### src/rtl/dram_init_pkg.sv
// constants for the dram power-up and initialization tracker
// assumes a 20 MHz core clock; pin timing is sampled, not edge-clocked
package dram_init_pkg;
   // ==========================================
   // clock and calibration timing
   localparam int CLK_PERIOD_NS = 50;
   localparam int CAL_TIME_NS   = 1000;   // calibration_time, least
   localparam int CAL_CYCLES    = (CAL_TIME_NS + CLK_PERIOD_NS - 1) / CLK_PERIOD_NS;
   localparam int CAL_CNT_W     = 5;

   // ==========================================
   // command headers on the first beat, ca[4:0]
   localparam logic [4:0] HDR_MPC  = 5'h00;
   localparam logic [4:0] HDR_WR1  = 5'h04;
   localparam logic [4:0] HDR_MWR1 = 5'h0C;
   localparam logic [4:0] HDR_RD1  = 5'h02;
   localparam logic [4:0] HDR_MRW1 = 5'h06;
   localparam logic [4:0] HDR_MRW2 = 5'h16;

   // multipurpose opcodes (seven bits)
   localparam logic [6:0] MPC_CAL_START = 7'h4F;
   localparam logic [6:0] MPC_CAL_LATCH = 7'h51;
   localparam logic [6:0] MPC_FIFO_WR   = 7'h47;
   localparam logic [6:0] MPC_FIFO_RD   = 7'h41;
   localparam logic [6:0] MPC_RD_CAL    = 7'h43;

   // ==========================================
   // mode register addresses and table index
   localparam logic [5:0] MA_RECOVERY = 6'h01;
   localparam logic [5:0] MA_LATENCY  = 6'h02;
   localparam logic [5:0] MA_INVERT   = 6'h03;
   localparam logic [5:0] MA_TERM     = 6'h0B;
   localparam logic [5:0] MA_CMD_REF  = 6'h0C;
   localparam logic [5:0] MA_SETPOINT = 6'h0D;
   localparam logic [5:0] MA_DQ_REF   = 6'h0E;
   localparam int         MR_COUNT    = 7;

   // values after reset, in index order
   localparam logic [7:0] RST_RECOVERY = 8'h00;
   localparam logic [7:0] RST_LATENCY  = 8'h00;
   localparam logic [7:0] RST_INVERT   = 8'h00;
   localparam logic [7:0] RST_TERM     = 8'h00;
   localparam logic [7:0] RST_CMD_REF  = 8'h4D;
   localparam logic [7:0] RST_SETPOINT = 8'h00;
   localparam logic [7:0] RST_DQ_REF   = 8'h4D;

   // field positions
   localparam int LAT_WLEV_BIT = 7;
   localparam int LAT_WLS_BIT  = 6;
   localparam int LAT_WL_LSB   = 3;
   localparam int RCV_NWR_LSB  = 4;
   localparam int INV_LSB      = 6;
   localparam int TERM_CA_LSB  = 4;
   localparam int REF_RANGE    = 6;
   localparam int SP_FSP_LSB   = 6;
   localparam int SP_CBT_BIT   = 0;

   // command decoder states
   typedef enum logic [0:0] {
      ST_HDR = 1'b0,
      ST_ARG = 1'b1
   } beat_t;
endpackage : dram_init_pkg

### src/rtl/dram_init_tracker.sv
// device-side power-up, mode register and training state of the dram
// assumes all pin inputs are asynchronous to clk and ck runs far slower
// What this block does
// - reset selects latency set 0, write latency 0, read latency 0, recovery 0
// - reset clears bus inversion and both termination fields to zero
// - reset sets command reference to range 1, code 001101
// - reset sets data reference to range 1, code 001101
// - the data bus stays high impedance (dq_oe_b high) while the reset pin is low
// - calibration latch, 1 us after start, applies the calibrated code
// - a mode write enters command bus training; ca patterns are captured
// - training results leave on the data bus, not clock aligned
// - latency register bit 7 set enters write leveling
// - read calibration and training buffer commands never touch the array
// - once running, the device accepts any valid command
`timescale 1ns/1ps
`default_nettype none
module dram_init_tracker #(
   parameter int DQ_W = 8,
   parameter int CAL_W = 6
) (
   // core clock and reset
   input  wire logic               clk,
   input  wire logic               rst_b,
   // dram pins from the controller
   input  wire logic               reset_pin_b,
   input  wire logic               dram_ck,
   input  wire logic               cke,
   input  wire logic               cs,
   input  wire logic [5:0]         ca,
   // calibration engine result
   input  wire logic [CAL_W-1:0]   cal_code,
   // data bus drive
   output logic [DQ_W-1:0]         dq_out,
   output logic                    dq_oe_b,
   // configuration seen by the core
   output logic                    write_latency_set,
   output logic [2:0]              write_latency,
   output logic [2:0]              read_latency,
   output logic [2:0]              write_recovery_cycles,
   output logic [1:0]              bus_inversion_enable,
   output logic [2:0]              ca_on_die_termination,
   output logic [2:0]              dq_on_die_termination,
   output logic [6:0]              cmd_reference_level,
   output logic [6:0]              dq_reference_level,
   output logic [1:0]              frequency_set_point_select,
   // status
   output logic                    cbt_active,
   output logic                    write_level_active,
   output logic                    cal_busy,
   output logic                    cal_applied,
   output logic [CAL_W-1:0]        drive_cal_code,
   output logic                    accept_ready,
   output logic                    array_cmd,
   output logic                    train_fifo_wr,
   output logic                    train_fifo_rd,
   output logic                    train_rd_cal
);
   // ==========================================
   // pin synchronisers
   logic       rstp_s1_ff, rstp_s2_ff, cke_s1_ff, cke_s2_ff, cs_s1_ff, cs_s2_ff;
   logic       ck_s1_ff, ck_s2_ff, ck_s3_ff;
   logic [5:0] ca_s1_ff, ca_s2_ff;

   // two flops on every pin, third ck flop for edge finding
   always_ff @(posedge clk) begin
      {rstp_s1_ff, rstp_s2_ff} <= {reset_pin_b, rstp_s1_ff};
      {cke_s1_ff, cke_s2_ff}   <= {cke, cke_s1_ff};
      {cs_s1_ff, cs_s2_ff}     <= {cs, cs_s1_ff};
      {ck_s1_ff, ck_s2_ff}     <= {dram_ck, ck_s1_ff};
      ck_s3_ff                 <= ck_s2_ff;
      ca_s1_ff                 <= ca;
      ca_s2_ff                 <= ca_s1_ff;
   end

   // ==========================================
   // command decode
   dram_init_pkg::beat_t beat_ff, nxt_beat;
   logic [4:0] hdr_ff;
   logic       op7_ff, hdr_op6_ff;
   logic [5:0] ma_ff;
   wire hold_rst = !rst_b || !rstp_s2_ff;
   wire ck_rise  = ck_s2_ff && !ck_s3_ff;
   wire sample   = ck_rise && cke_s2_ff && !hold_rst;
   wire hdr_go   = sample && cs_s2_ff && (beat_ff == dram_init_pkg::ST_HDR);
   wire arg_go   = sample && (beat_ff == dram_init_pkg::ST_ARG);
   wire [6:0] mpc_op  = {op7_ff, ca_s2_ff};
   wire mpc_go   = arg_go && (hdr_ff == dram_init_pkg::HDR_MPC);
   wire mrw1_go  = arg_go && (hdr_ff == dram_init_pkg::HDR_MRW1);
   wire mrw2_go  = arg_go && (hdr_ff == dram_init_pkg::HDR_MRW2);
   wire [7:0] mrw_data = {op7_ff, hdr_op6_ff, ca_s2_ff};
   wire array_go = arg_go && (hdr_ff[0] || hdr_ff == dram_init_pkg::HDR_WR1
                  || hdr_ff == dram_init_pkg::HDR_MWR1 || hdr_ff == dram_init_pkg::HDR_RD1);
   wire cal_start_go = mpc_go && (mpc_op == dram_init_pkg::MPC_CAL_START);
   wire cal_latch_go = mpc_go && (mpc_op == dram_init_pkg::MPC_CAL_LATCH);

   // header beat opens a two-beat command, next rising edge closes it
   always_comb begin
      nxt_beat = beat_ff;
      unique case (beat_ff)
         dram_init_pkg::ST_HDR: if (hdr_go) nxt_beat = dram_init_pkg::ST_ARG;
         dram_init_pkg::ST_ARG: if (arg_go) nxt_beat = dram_init_pkg::ST_HDR;
      endcase
   end

   // beat state and header fields
   always_ff @(posedge clk) begin
      if (hold_rst) begin
         beat_ff    <= dram_init_pkg::ST_HDR;
         hdr_ff     <= 5'h00;
         op7_ff     <= 1'b0;
         hdr_op6_ff <= 1'b0;
      end else begin
         beat_ff <= nxt_beat;
         if (hdr_go) begin
            hdr_ff     <= ca_s2_ff[4:0];
            hdr_op6_ff <= ca_s2_ff[5];
            if (ca_s2_ff[4:0] != dram_init_pkg::HDR_MRW2)
               op7_ff <= ca_s2_ff[5];
         end
      end
   end

   // address of a mode write is held from its first half
   always_ff @(posedge clk) begin
      if (hold_rst)
         ma_ff <= 6'h00;
      else if (mrw1_go)
         ma_ff <= ca_s2_ff;
   end

   // ==========================================
   // mode register table
   function automatic int mr_index(input logic [5:0] ma);
      unique case (ma)
         dram_init_pkg::MA_RECOVERY: mr_index = 0;
         dram_init_pkg::MA_LATENCY:  mr_index = 1;
         dram_init_pkg::MA_INVERT:   mr_index = 2;
         dram_init_pkg::MA_TERM:     mr_index = 3;
         dram_init_pkg::MA_CMD_REF:  mr_index = 4;
         dram_init_pkg::MA_SETPOINT: mr_index = 5;
         dram_init_pkg::MA_DQ_REF:   mr_index = 6;
         default:                    mr_index = dram_init_pkg::MR_COUNT;
      endcase
   endfunction : mr_index

   localparam logic [7:0] MR_RST [dram_init_pkg::MR_COUNT] = '{
      dram_init_pkg::RST_RECOVERY, dram_init_pkg::RST_LATENCY, dram_init_pkg::RST_INVERT,
      dram_init_pkg::RST_TERM, dram_init_pkg::RST_CMD_REF, dram_init_pkg::RST_SETPOINT,
      dram_init_pkg::RST_DQ_REF};
   logic [7:0] mr_ff [dram_init_pkg::MR_COUNT];
   wire  [31:0] wr_idx = mr_index(ma_ff);
   // defaults on either reset, mode write second half updates one entry
   generate
      for (genvar i = 0; i < dram_init_pkg::MR_COUNT; i++) begin : g_mr
         always_ff @(posedge clk) begin
            if (hold_rst)
               mr_ff[i] <= MR_RST[i];
            else if (mrw2_go && wr_idx == i)
               mr_ff[i] <= mrw_data;
         end
      end
   endgenerate

   // field views of the table
   assign write_recovery_cycles = mr_ff[0][dram_init_pkg::RCV_NWR_LSB +: 3];
   assign write_latency_set     = mr_ff[1][dram_init_pkg::LAT_WLS_BIT];
   assign write_latency         = mr_ff[1][dram_init_pkg::LAT_WL_LSB +: 3];
   assign read_latency          = mr_ff[1][2:0];
   assign write_level_active    = mr_ff[1][dram_init_pkg::LAT_WLEV_BIT];
   assign bus_inversion_enable  = mr_ff[2][dram_init_pkg::INV_LSB +: 2];
   assign ca_on_die_termination = mr_ff[3][dram_init_pkg::TERM_CA_LSB +: 3];
   assign dq_on_die_termination = mr_ff[3][2:0];
   assign cmd_reference_level   = mr_ff[4][dram_init_pkg::REF_RANGE:0];
   assign frequency_set_point_select = mr_ff[5][dram_init_pkg::SP_FSP_LSB +: 2];
   assign cbt_active            = mr_ff[5][dram_init_pkg::SP_CBT_BIT];
   assign dq_reference_level    = mr_ff[6][dram_init_pkg::REF_RANGE:0];

   // ==========================================
   // impedance calibration
   logic [dram_init_pkg::CAL_CNT_W-1:0] cal_cnt_ff;
   logic                                cal_busy_ff, cal_applied_ff;
   logic [CAL_W-1:0]                    drive_cal_ff;

   // start runs the timer, latch applies the code to drivers and terms
   always_ff @(posedge clk) begin
      if (hold_rst) begin
         cal_cnt_ff     <= '0;
         cal_busy_ff    <= 1'b0;
         cal_applied_ff <= 1'b0;
         drive_cal_ff   <= '0;
      end else begin
         cal_applied_ff <= cal_latch_go;
         if (cal_start_go) begin
            cal_cnt_ff  <= dram_init_pkg::CAL_CNT_W'(dram_init_pkg::CAL_CYCLES - 1);
            cal_busy_ff <= 1'b1;
         end else if (cal_cnt_ff != '0)
            cal_cnt_ff  <= cal_cnt_ff - 1'b1;
         else
            cal_busy_ff <= 1'b0;
         if (cal_latch_go)
            drive_cal_ff <= cal_code;
      end
   end
   assign cal_busy       = cal_busy_ff;
   assign cal_applied    = cal_applied_ff;
   assign drive_cal_code = drive_cal_ff;

   // ==========================================
   // data bus, array and training strobes
   logic [DQ_W-1:0] dq_ff;
   logic            oe_b_ff, ready_ff, array_ff, fwr_ff, frd_ff, rcal_ff;

   // training echoes each ca capture, free of ck alignment
   always_ff @(posedge clk) begin
      if (hold_rst) begin
         dq_ff   <= '0;
         oe_b_ff <= 1'b1;
      end else begin
         oe_b_ff <= !cbt_active;
         if (cbt_active && sample && cs_s2_ff)
            dq_ff <= DQ_W'({cs_s2_ff, ca_s2_ff});
      end
   end

   // training commands only pulse their own strobes, never the array
   always_ff @(posedge clk) begin
      if (hold_rst) begin
         ready_ff <= 1'b0;
         array_ff <= 1'b0;
         fwr_ff   <= 1'b0;
         frd_ff   <= 1'b0;
         rcal_ff  <= 1'b0;
      end else begin
         ready_ff <= cke_s2_ff;
         array_ff <= array_go && !mpc_go;
         fwr_ff   <= mpc_go && mpc_op == dram_init_pkg::MPC_FIFO_WR;
         frd_ff   <= mpc_go && mpc_op == dram_init_pkg::MPC_FIFO_RD;
         rcal_ff  <= mpc_go && mpc_op == dram_init_pkg::MPC_RD_CAL;
      end
   end
   assign dq_out        = dq_ff;
   assign dq_oe_b       = oe_b_ff;
   assign accept_ready  = ready_ff;
   assign array_cmd     = array_ff;
   assign train_fifo_wr = fwr_ff;
   assign train_fifo_rd = frd_ff;
   assign train_rd_cal  = rcal_ff;
endmodule : dram_init_tracker
`default_nettype wire

### config.mk
export PLATFORM = sky130hd
export DESIGN_NAME = dram_init_tracker
export DESIGN_NICKNAME = d
export VERILOG_FILES = /design/src/rtl/dram_init_pkg.sv /design/src/rtl/dram_init_tracker.sv
export SDC_FILE = /design/constraint.sdc
export NUM_CORES = 1
export LEC_CHECK = 0
export ABC_AREA = 1
export BUFFER_PORTS_ARGS = -buffer_cell sky130_fd_sc_hd__buf_2
export CAP_MARGIN = 20
export CORE_AREA = 2 2 98 72
export DETAILED_ROUTE_END_ITERATION = 7
export DIE_AREA = 0 0 100 74
export HOLD_SLACK_MARGIN = 0.08
export PLACE_DENSITY = 0.87
export SETUP_SLACK_MARGIN = 0.4
export SLEW_MARGIN = 30
export SYNTH_ARGS = -nofsm -noshare
export SYNTH_HDL_FRONTEND = slang
export SYNTH_SLANG_ARGS = --single-unit
### constraint.sdc
create_clock -name clk -period 3.3 [get_ports clk]
set_input_delay 0.66 -clock clk [delete_from_list [all_inputs] [get_ports clk]]
set_output_delay 0.66 -clock clk [all_outputs]
set_load 0.005 [all_outputs]
==> results.py, run 1 <==
metrics = {
    "logic_synthesis": {
        "synth_cell_types": 27,
        "synth_commonest_cells": "61 x dfxtp_1, 60 x nand2_1, 52 x nor2_1, 42 x inv_1, 36 x edfxtp_1",
        "synth_nets": 384,
        "synth_most_common_cell": "dfxtp_1",
        "synth_seq_cells": 97,
        "yosysTopAreaCellShare": 0.342,
        "synth_top_cell_by_area": "dfxtp_1",
        "ys.flop_type": "dfxtp_1",
        "syn_avg_cell_area_um2": 9.80,
        "synth_edf_count": 36,
        "syn_inst": 364,
        "synth_area_um2": 3570,
        "ys_top_cells_by_area": "dfxtp_1 34%, edfxtp_1 30%, nand2_1 6.3%, nor2_1 5.5%, inv_1 4.4%",
        "async_reset_ff_frac": 0,
        "yosys_warnings": 0,
        "ys_seq_area_frac": 0.645,
    },
    "clock_network": {
        "cts_sinks": 97,
        "tritoncts": "done",
        "cts_hold_buf": 0,
        "h-tree-depth": 3,
        "clockBufferDepth": 2,
        "postCtsSetupBuffers": 0,
        "numCtsBuffers": 9,
        "clock-root-buffer": "clkbuf_8",
        "cts_resized": 0,
        "path_clk_slew_ps": 100,
        "clk-insertion-delay-late_ps": 360,
    },
    "timing": {
        "fmaxAchievable_mhz": 527,
        "fin_crit_sh": 0.574,
        "tns_ps": 0,
        "setup_slack_ps": 1400,
        "skew_ps": 6.37,
        "drv_slew": 0,
        "hold_viol_final": 0,
        "layout_min_cycle_time_ps": 1900,
        "rsz0062_at_grt": "false",
        "setup_viol": 0,
    },
    "routing": {
        "drt_first_pass_iters": 4,
        "drc": 0,
        "drtAntennaViolNets": 0,
        "via_count": 2631,
        "dr.first_iter.drc_count": 140,
        "wire_per_inst_um": 13.4,
        "viasPerCell": 4.99,
        "wl_mm": 7.04,
    },
    "critical_path": {
        "arrival_ps": 1930,
        "start_kind": "primary input",
        "worstSetupStartpoint": "rst_b",
        "ff2ff_setup_slack_ps": 1440,
        "worstPathMaxFanout": 14,
        "r2r_cells": 6,
        "crit_end": "mr_ff[1][4]",
        "crit_type": "primary input to flop",
        "worst_setup_path_end_kind": "flop",
        "rr_startpoint": "rstp_s2_ff",
        "cp.required_ps": 3340,
        "reg2reg_to": "mr_ff[1][4]",
    },
    "die": {
        "pin_count": 76,
        "die_w_um": 100,
        "num_rows": 25,
        "die_h_um": 74,
        "initial_core_util": 0.548,
        "die_area_um2": 7400,
        "core_um2": 6510,
    },
    "placement": {
        "dp_slack_ps": 1020,
        "io_buffers": 74,
        "hpwl_mm": 5.11,
        "globalplace.congestion": 0.864,
    },
    "power": {
        "power_density_nw_per_um2": 510,
        "clkPwrFrac": 0.346,
        "p_int_uw": 1610,
        "comb_power_share": 0.049,
        "seq_power_share": 0.605,
        "leakage_uw": 0.00176,
        "switching_power_uw": 526,
        "peakVddDrop_mv": 0.329,
        "swShare": 0.246,
    },
    "grt": {
        "grt_max_degree": 20,
        "overflow": 0,
        "track_usage": 0.200,
        "grt_pass1_wl_mm": 11.2,
        "grt_antenna_before_repair": 0,
        "grt_pass1_vias": 2416,
    },
    "layout": {
        "fillers": 548,
        "diodes": 0,
        "syn_to_final_growth_pct": 17.5,
        "final_nets": 461,
        "drive_gt1_frac": 0.249,
        "final_core_util": 0.644,
    },
    "worst_hold_path": {
        "hold_class": "flop to flop",
    },
    "job": {
        "cap_violations": 0,
    },
    "outcome": {
        "status": "completed",
    },
}
state kept, by name, summed over array words and instances, names as in the netlist, 5 cells and up:
signal / flops
ca_s2_ff: 6
drive_cal_code: 6
cal_cnt_ff: 5
hdr_ff: 5
ca_s1_ff: 6
mr_ff: 36
dq_out: 7
ma_ff: 6
cell type report:
| type | instances | area [µm²] | share of cell area |
|---|---|---|---|
| Clock inverter | 7 | 70.1 | 0.0167 |
| Clock buffer | 9 | 124 | 0.0296 |
| Tap cell | 81 | 101 | 0.0242 |
| Sequential cell | 97 | 2300 | 0.549 |
| Timing Repair Buffer | 75 | 378 | 0.0902 |
| Multi-Input combinational cell | 214 | 1050 | 0.251 |
| Inverter | 44 | 165 | 0.0394 |
worst max-delay path: stages:
cell	delay [ps]
buf_2	80
nand2_2	170
nor2_4	250
nand4_4	160
nor2_4	180
nand2_2	130
nand2_1	290
layout by cell type, fill, tap and decap left out, types with 6 or more instances in the layout:
cell type  count
inv_1         42
nor2_4         7
edfxtp_1      36
o21ai_0       15
dfxtp_1       61
nand3_1       26
nand2_1       60
nor2_1        52
a21oi_1       28
buf_2         74
nand2_2        6
clkbuf_8       9
stage by stage:
step | area (µm²) | instances | power (µW) | hold WS (ps)
after global routing | 4190 | 527 | 2220 | 346
after floorplan | 3570 | 364 | 1380 | 310
final | 4190 | 527 | 2140 | 335
after CTS | 4190 | 527 | 2150 | 336
after detailed placement | 4000 | 511 | 1430 | 312
after global placement | 4000 | 511 | 1420 | 311
logic make-up after synthesis:
kind of cell | share of synthesized area
flip-flops | 0.645
adder cells (fa/ha/maj) | 0.00701
other | 0.00105
AO/OA/AOI/OAI | 0.0645
buffers and inverters | 0.0603
XOR/XNOR | 0.00737
AND/OR/NAND/NOR | 0.214
worst min path at each step:
stage,start,slack (ps),cells after the start,end
after detailed placement,ca_s1_ff[5],310,0,ca_s2_ff[5]
final,ca_s1_ff[1],330,0,ca_s2_ff[1]
after CTS,ca_s1_ff[5],340,0,ca_s2_ff[5]
after floorplan,ca_s1_ff[0],310,0,ca_s2_ff[0]
after global placement,ca_s1_ff[1],310,0,ca_s2_ff[1]
after global routing,ca_s1_ff[3],350,0,ca_s2_ff[3]
power by group through the flow:
stage	sequential, µW	combinational (µW)	clock, µW
floorplan	1320	61.8	0
global placement	1320	101	0
detailed placement	1320	105	0
CTS	1290	106	751
global route	1300	119	809
finish	1290	105	738
layer usage:
metal	global-route usage	vias up	part of all wire
li1	-	1332	-
met1	0.266	1192	0.46
met2	0.321	101	0.46
met3	0.0592	6	0.069
met4	0.0654	0	0.0080
met5	0	-	0
(Power assumes the default switching activity.)
==> run 2, diff against run 1 <==
--- a/config.mk
+++ b/config.mk
@@ -8,11 +8,11 @@
 export ABC_AREA = 1
 export BUFFER_PORTS_ARGS = -buffer_cell sky130_fd_sc_hd__buf_2
 export CAP_MARGIN = 20
-export CORE_AREA = 2 2 98 72
+export CORE_AREA = 2 2 102 74
 export DETAILED_ROUTE_END_ITERATION = 7
-export DIE_AREA = 0 0 100 74
+export DIE_AREA = 0 0 104 76
 export HOLD_SLACK_MARGIN = 0.08
-export PLACE_DENSITY = 0.87
+export PLACE_DENSITY = 0.82
 export SETUP_SLACK_MARGIN = 0.4
 export SLEW_MARGIN = 30
 export SYNTH_ARGS = -nofsm -noshare
==> constraint.sdc (replaced) <==
create_clock -name clk -period 1.9 [get_ports clk]
set_input_delay 0.38 -clock clk [delete_from_list [all_inputs] [get_ports clk]]
set_output_delay 0.38 -clock clk [all_outputs]
set_load 0.005 [all_outputs]
==> run 2 against run 1 <==
  * Count of clock-buffer cells in the layout grew 2
  * Global-route usage shrank 0.13 points
  * Flip-flop and latch count is the same
  * Non-clock buffer count grew 17
  * Clock power grew 87%
  * Sequential share of layout area shrank 4.8 points
  * Utilization grew 1.4 points
==> results.py, run 2 (synthesis gave the netlist of run 1 again) <==
metrics = {
    "timing": {
        "rsz0062_at_grt": "true",
        "drv_slew": 0,
        "hold_viol_final": 0,
        "skew_ps": 15.5,
        "layout_min_cycle_time_ps": 1620,
        "whs_ps": 111,
        "tns_ps": 0,
        "setup_viol": 0,
        "fmaxAchievable_mhz": 617,
        "fin_crit_sh": 0.853,
    },
    "critical_path": {
        "arrival_ps": 1730,
        "crit_type": "flop to flop",
        "critPathBufInv": 1,
        "worstSetupStartpoint": "ma_ff[4]",
        "crit_slowest_cell": "dfxtp_2",
        "worst_setup_path_end_kind": "flop",
        "worstPathMaxFanout": 6,
        "rr_startpoint": "ma_ff[4]",
        "cp.required_ps": 2010,
        "crit_path_max_incr_delay_ps": 340,
        "cp_cell_sequence": "nor2_4 > nand3_4 > a21boi_1 > nor2_4 > nand2_2 > buf_4 > nor2_1",
        "crit_path_frequent_cell": "nor2_4",
        "start_kind": "flop",
        "cpLargestDelayFamily": "simple AND/OR/NAND/NOR gates",
    },
    "clock_network": {
        "path_clk_slew_ps": 90,
        "cts_hold_buf": 0,
        "tritoncts": "done",
        "clockBufferDepth": 2,
        "h-tree-depth": 3,
        "cts_sinks": 97,
        "clk-insertion-delay-late_ps": 370,
        "numCtsBuffers": 9,
        "clock-root-buffer": "clkbuf_8",
    },
    "layout": {
        "final_common_cell": "buf_2",
        "fin_cells": 561,
        "syn_to_final_growth_pct": 29.6,
        "drive_gt1_frac": 0.389,
        "largest_reg_flops": 36,
        "post-route-cell-area_um2": 4620,
        "seqCellArea_um2": 2320,
        "layout_common_cells": "74 x buf_2, 50 x dfxtp_1, 42 x nand2_1, 39 x nor2_1, 38 x inv_1",
        "diodes": 0,
        "final_nets": 478,
        "multi_input_area_um2": 1280,
        "fillers": 582,
        "largest-register": "mr_ff",
    },
    "power": {
        "leakage_uw": 0.00192,
        "power_density_nw_per_um2": 830,
        "peakVddDrop_mv": 0.510,
    },
    "die": {
        "pin_count": 76,
        "core_um2": 7030,
        "die_w_um": 104,
        "die_area_um2": 7900,
        "num_rows": 26,
        "initial_core_util": 0.508,
        "die_h_um": 76,
    },
    "job": {
        "cap_violations": 0,
    },
    "routing": {
        "drc": 0,
        "wl_met2_mm": 4.13,
        "wl_mm": 8.21,
        "viasPerCell": 5.01,
        "dr.first_iter.drc_count": 249,
        "top_layer": "met4",
        "wire_per_inst_um": 14.6,
        "drt_first_pass_iters": 5,
        "wl_met1_mm": 3.36,
        "dr_wl_met3_um": 595,
        "drtAntennaViolNets": 0,
        "via_count": 2811,
    },
    "placement": {
        "globalplace.congestion": 0.816,
        "io_buffers": 74,
        "dp.cells": 529,
        "place_area_um2": 4040,
        "hpwl_mm": 5.45,
    },
    "worst_hold_path": {
        "holdCritStartpoint": "ca[0]",
        "hold_class": "primary input to flop",
    },
    "grt": {
        "grt_antenna_before_repair": 0,
        "overflow": 0,
        "grt_max_degree": 24,
        "track_usage": 0.199,
        "grt_pass1_wl_mm": 12.4,
        "grt_pass1_vias": 2580,
    },
    "outcome": {
        "status": "completed",
    },
}
run 2: final cells by class:
class	count	area share
sequential	97	0.501
clock buffer	11	0.0306
tap	98	0.0265
inverter	44	0.0373
multi-input combinational	214	0.277
clock inverter	5	0.0130
timing repair buffer	92	0.114
run 2: timing repair:
action,CTS,global route
endpoints found under the setup margin,52,84
gates resized for setup,28,48
buffers inserted,7,9
pin swaps,6,17
run 2: path summary, 6_finish.rpt:
check	endpoint	slack, ps	cells after the start
setup reg to reg	mr_ff[5][6]	280	7
setup / recovery	mr_ff[5][6]	280	7
hold / removal	ca_s1_ff[0]	110	1
hold reg to reg	ca_s2_ff[2]	330	0
run 2: metrics by stage:
stage	util	total power (µW)	setup WS [ps]
2_1_floorplan	-	2390	338
3_3_place_gp	0.575	2470	156
3_5_place_dp	0.575	2490	57.1
4_1_cts	0.625	3830	343
5_1_grt	0.658	3960	220
6_report	0.658	3840	279
run 2: metal layers:
metal | GRT usage | up-vias
met5 | 0 | -
met2 | 0.344 | 125
li1 | - | 1363
met4 | 0.0446 | 0
met3 | 0.0659 | 17
met1 | 0.243 | 1306
run 2: power breakdown:
| part | internal (µW) | switching (µW) |
|---|---|---|
| Combinational | 85.2 | 128 |
| Sequential | 2210 | 36.5 |
| Clock | 657 | 719 |
| Total | 2950 | 883 |
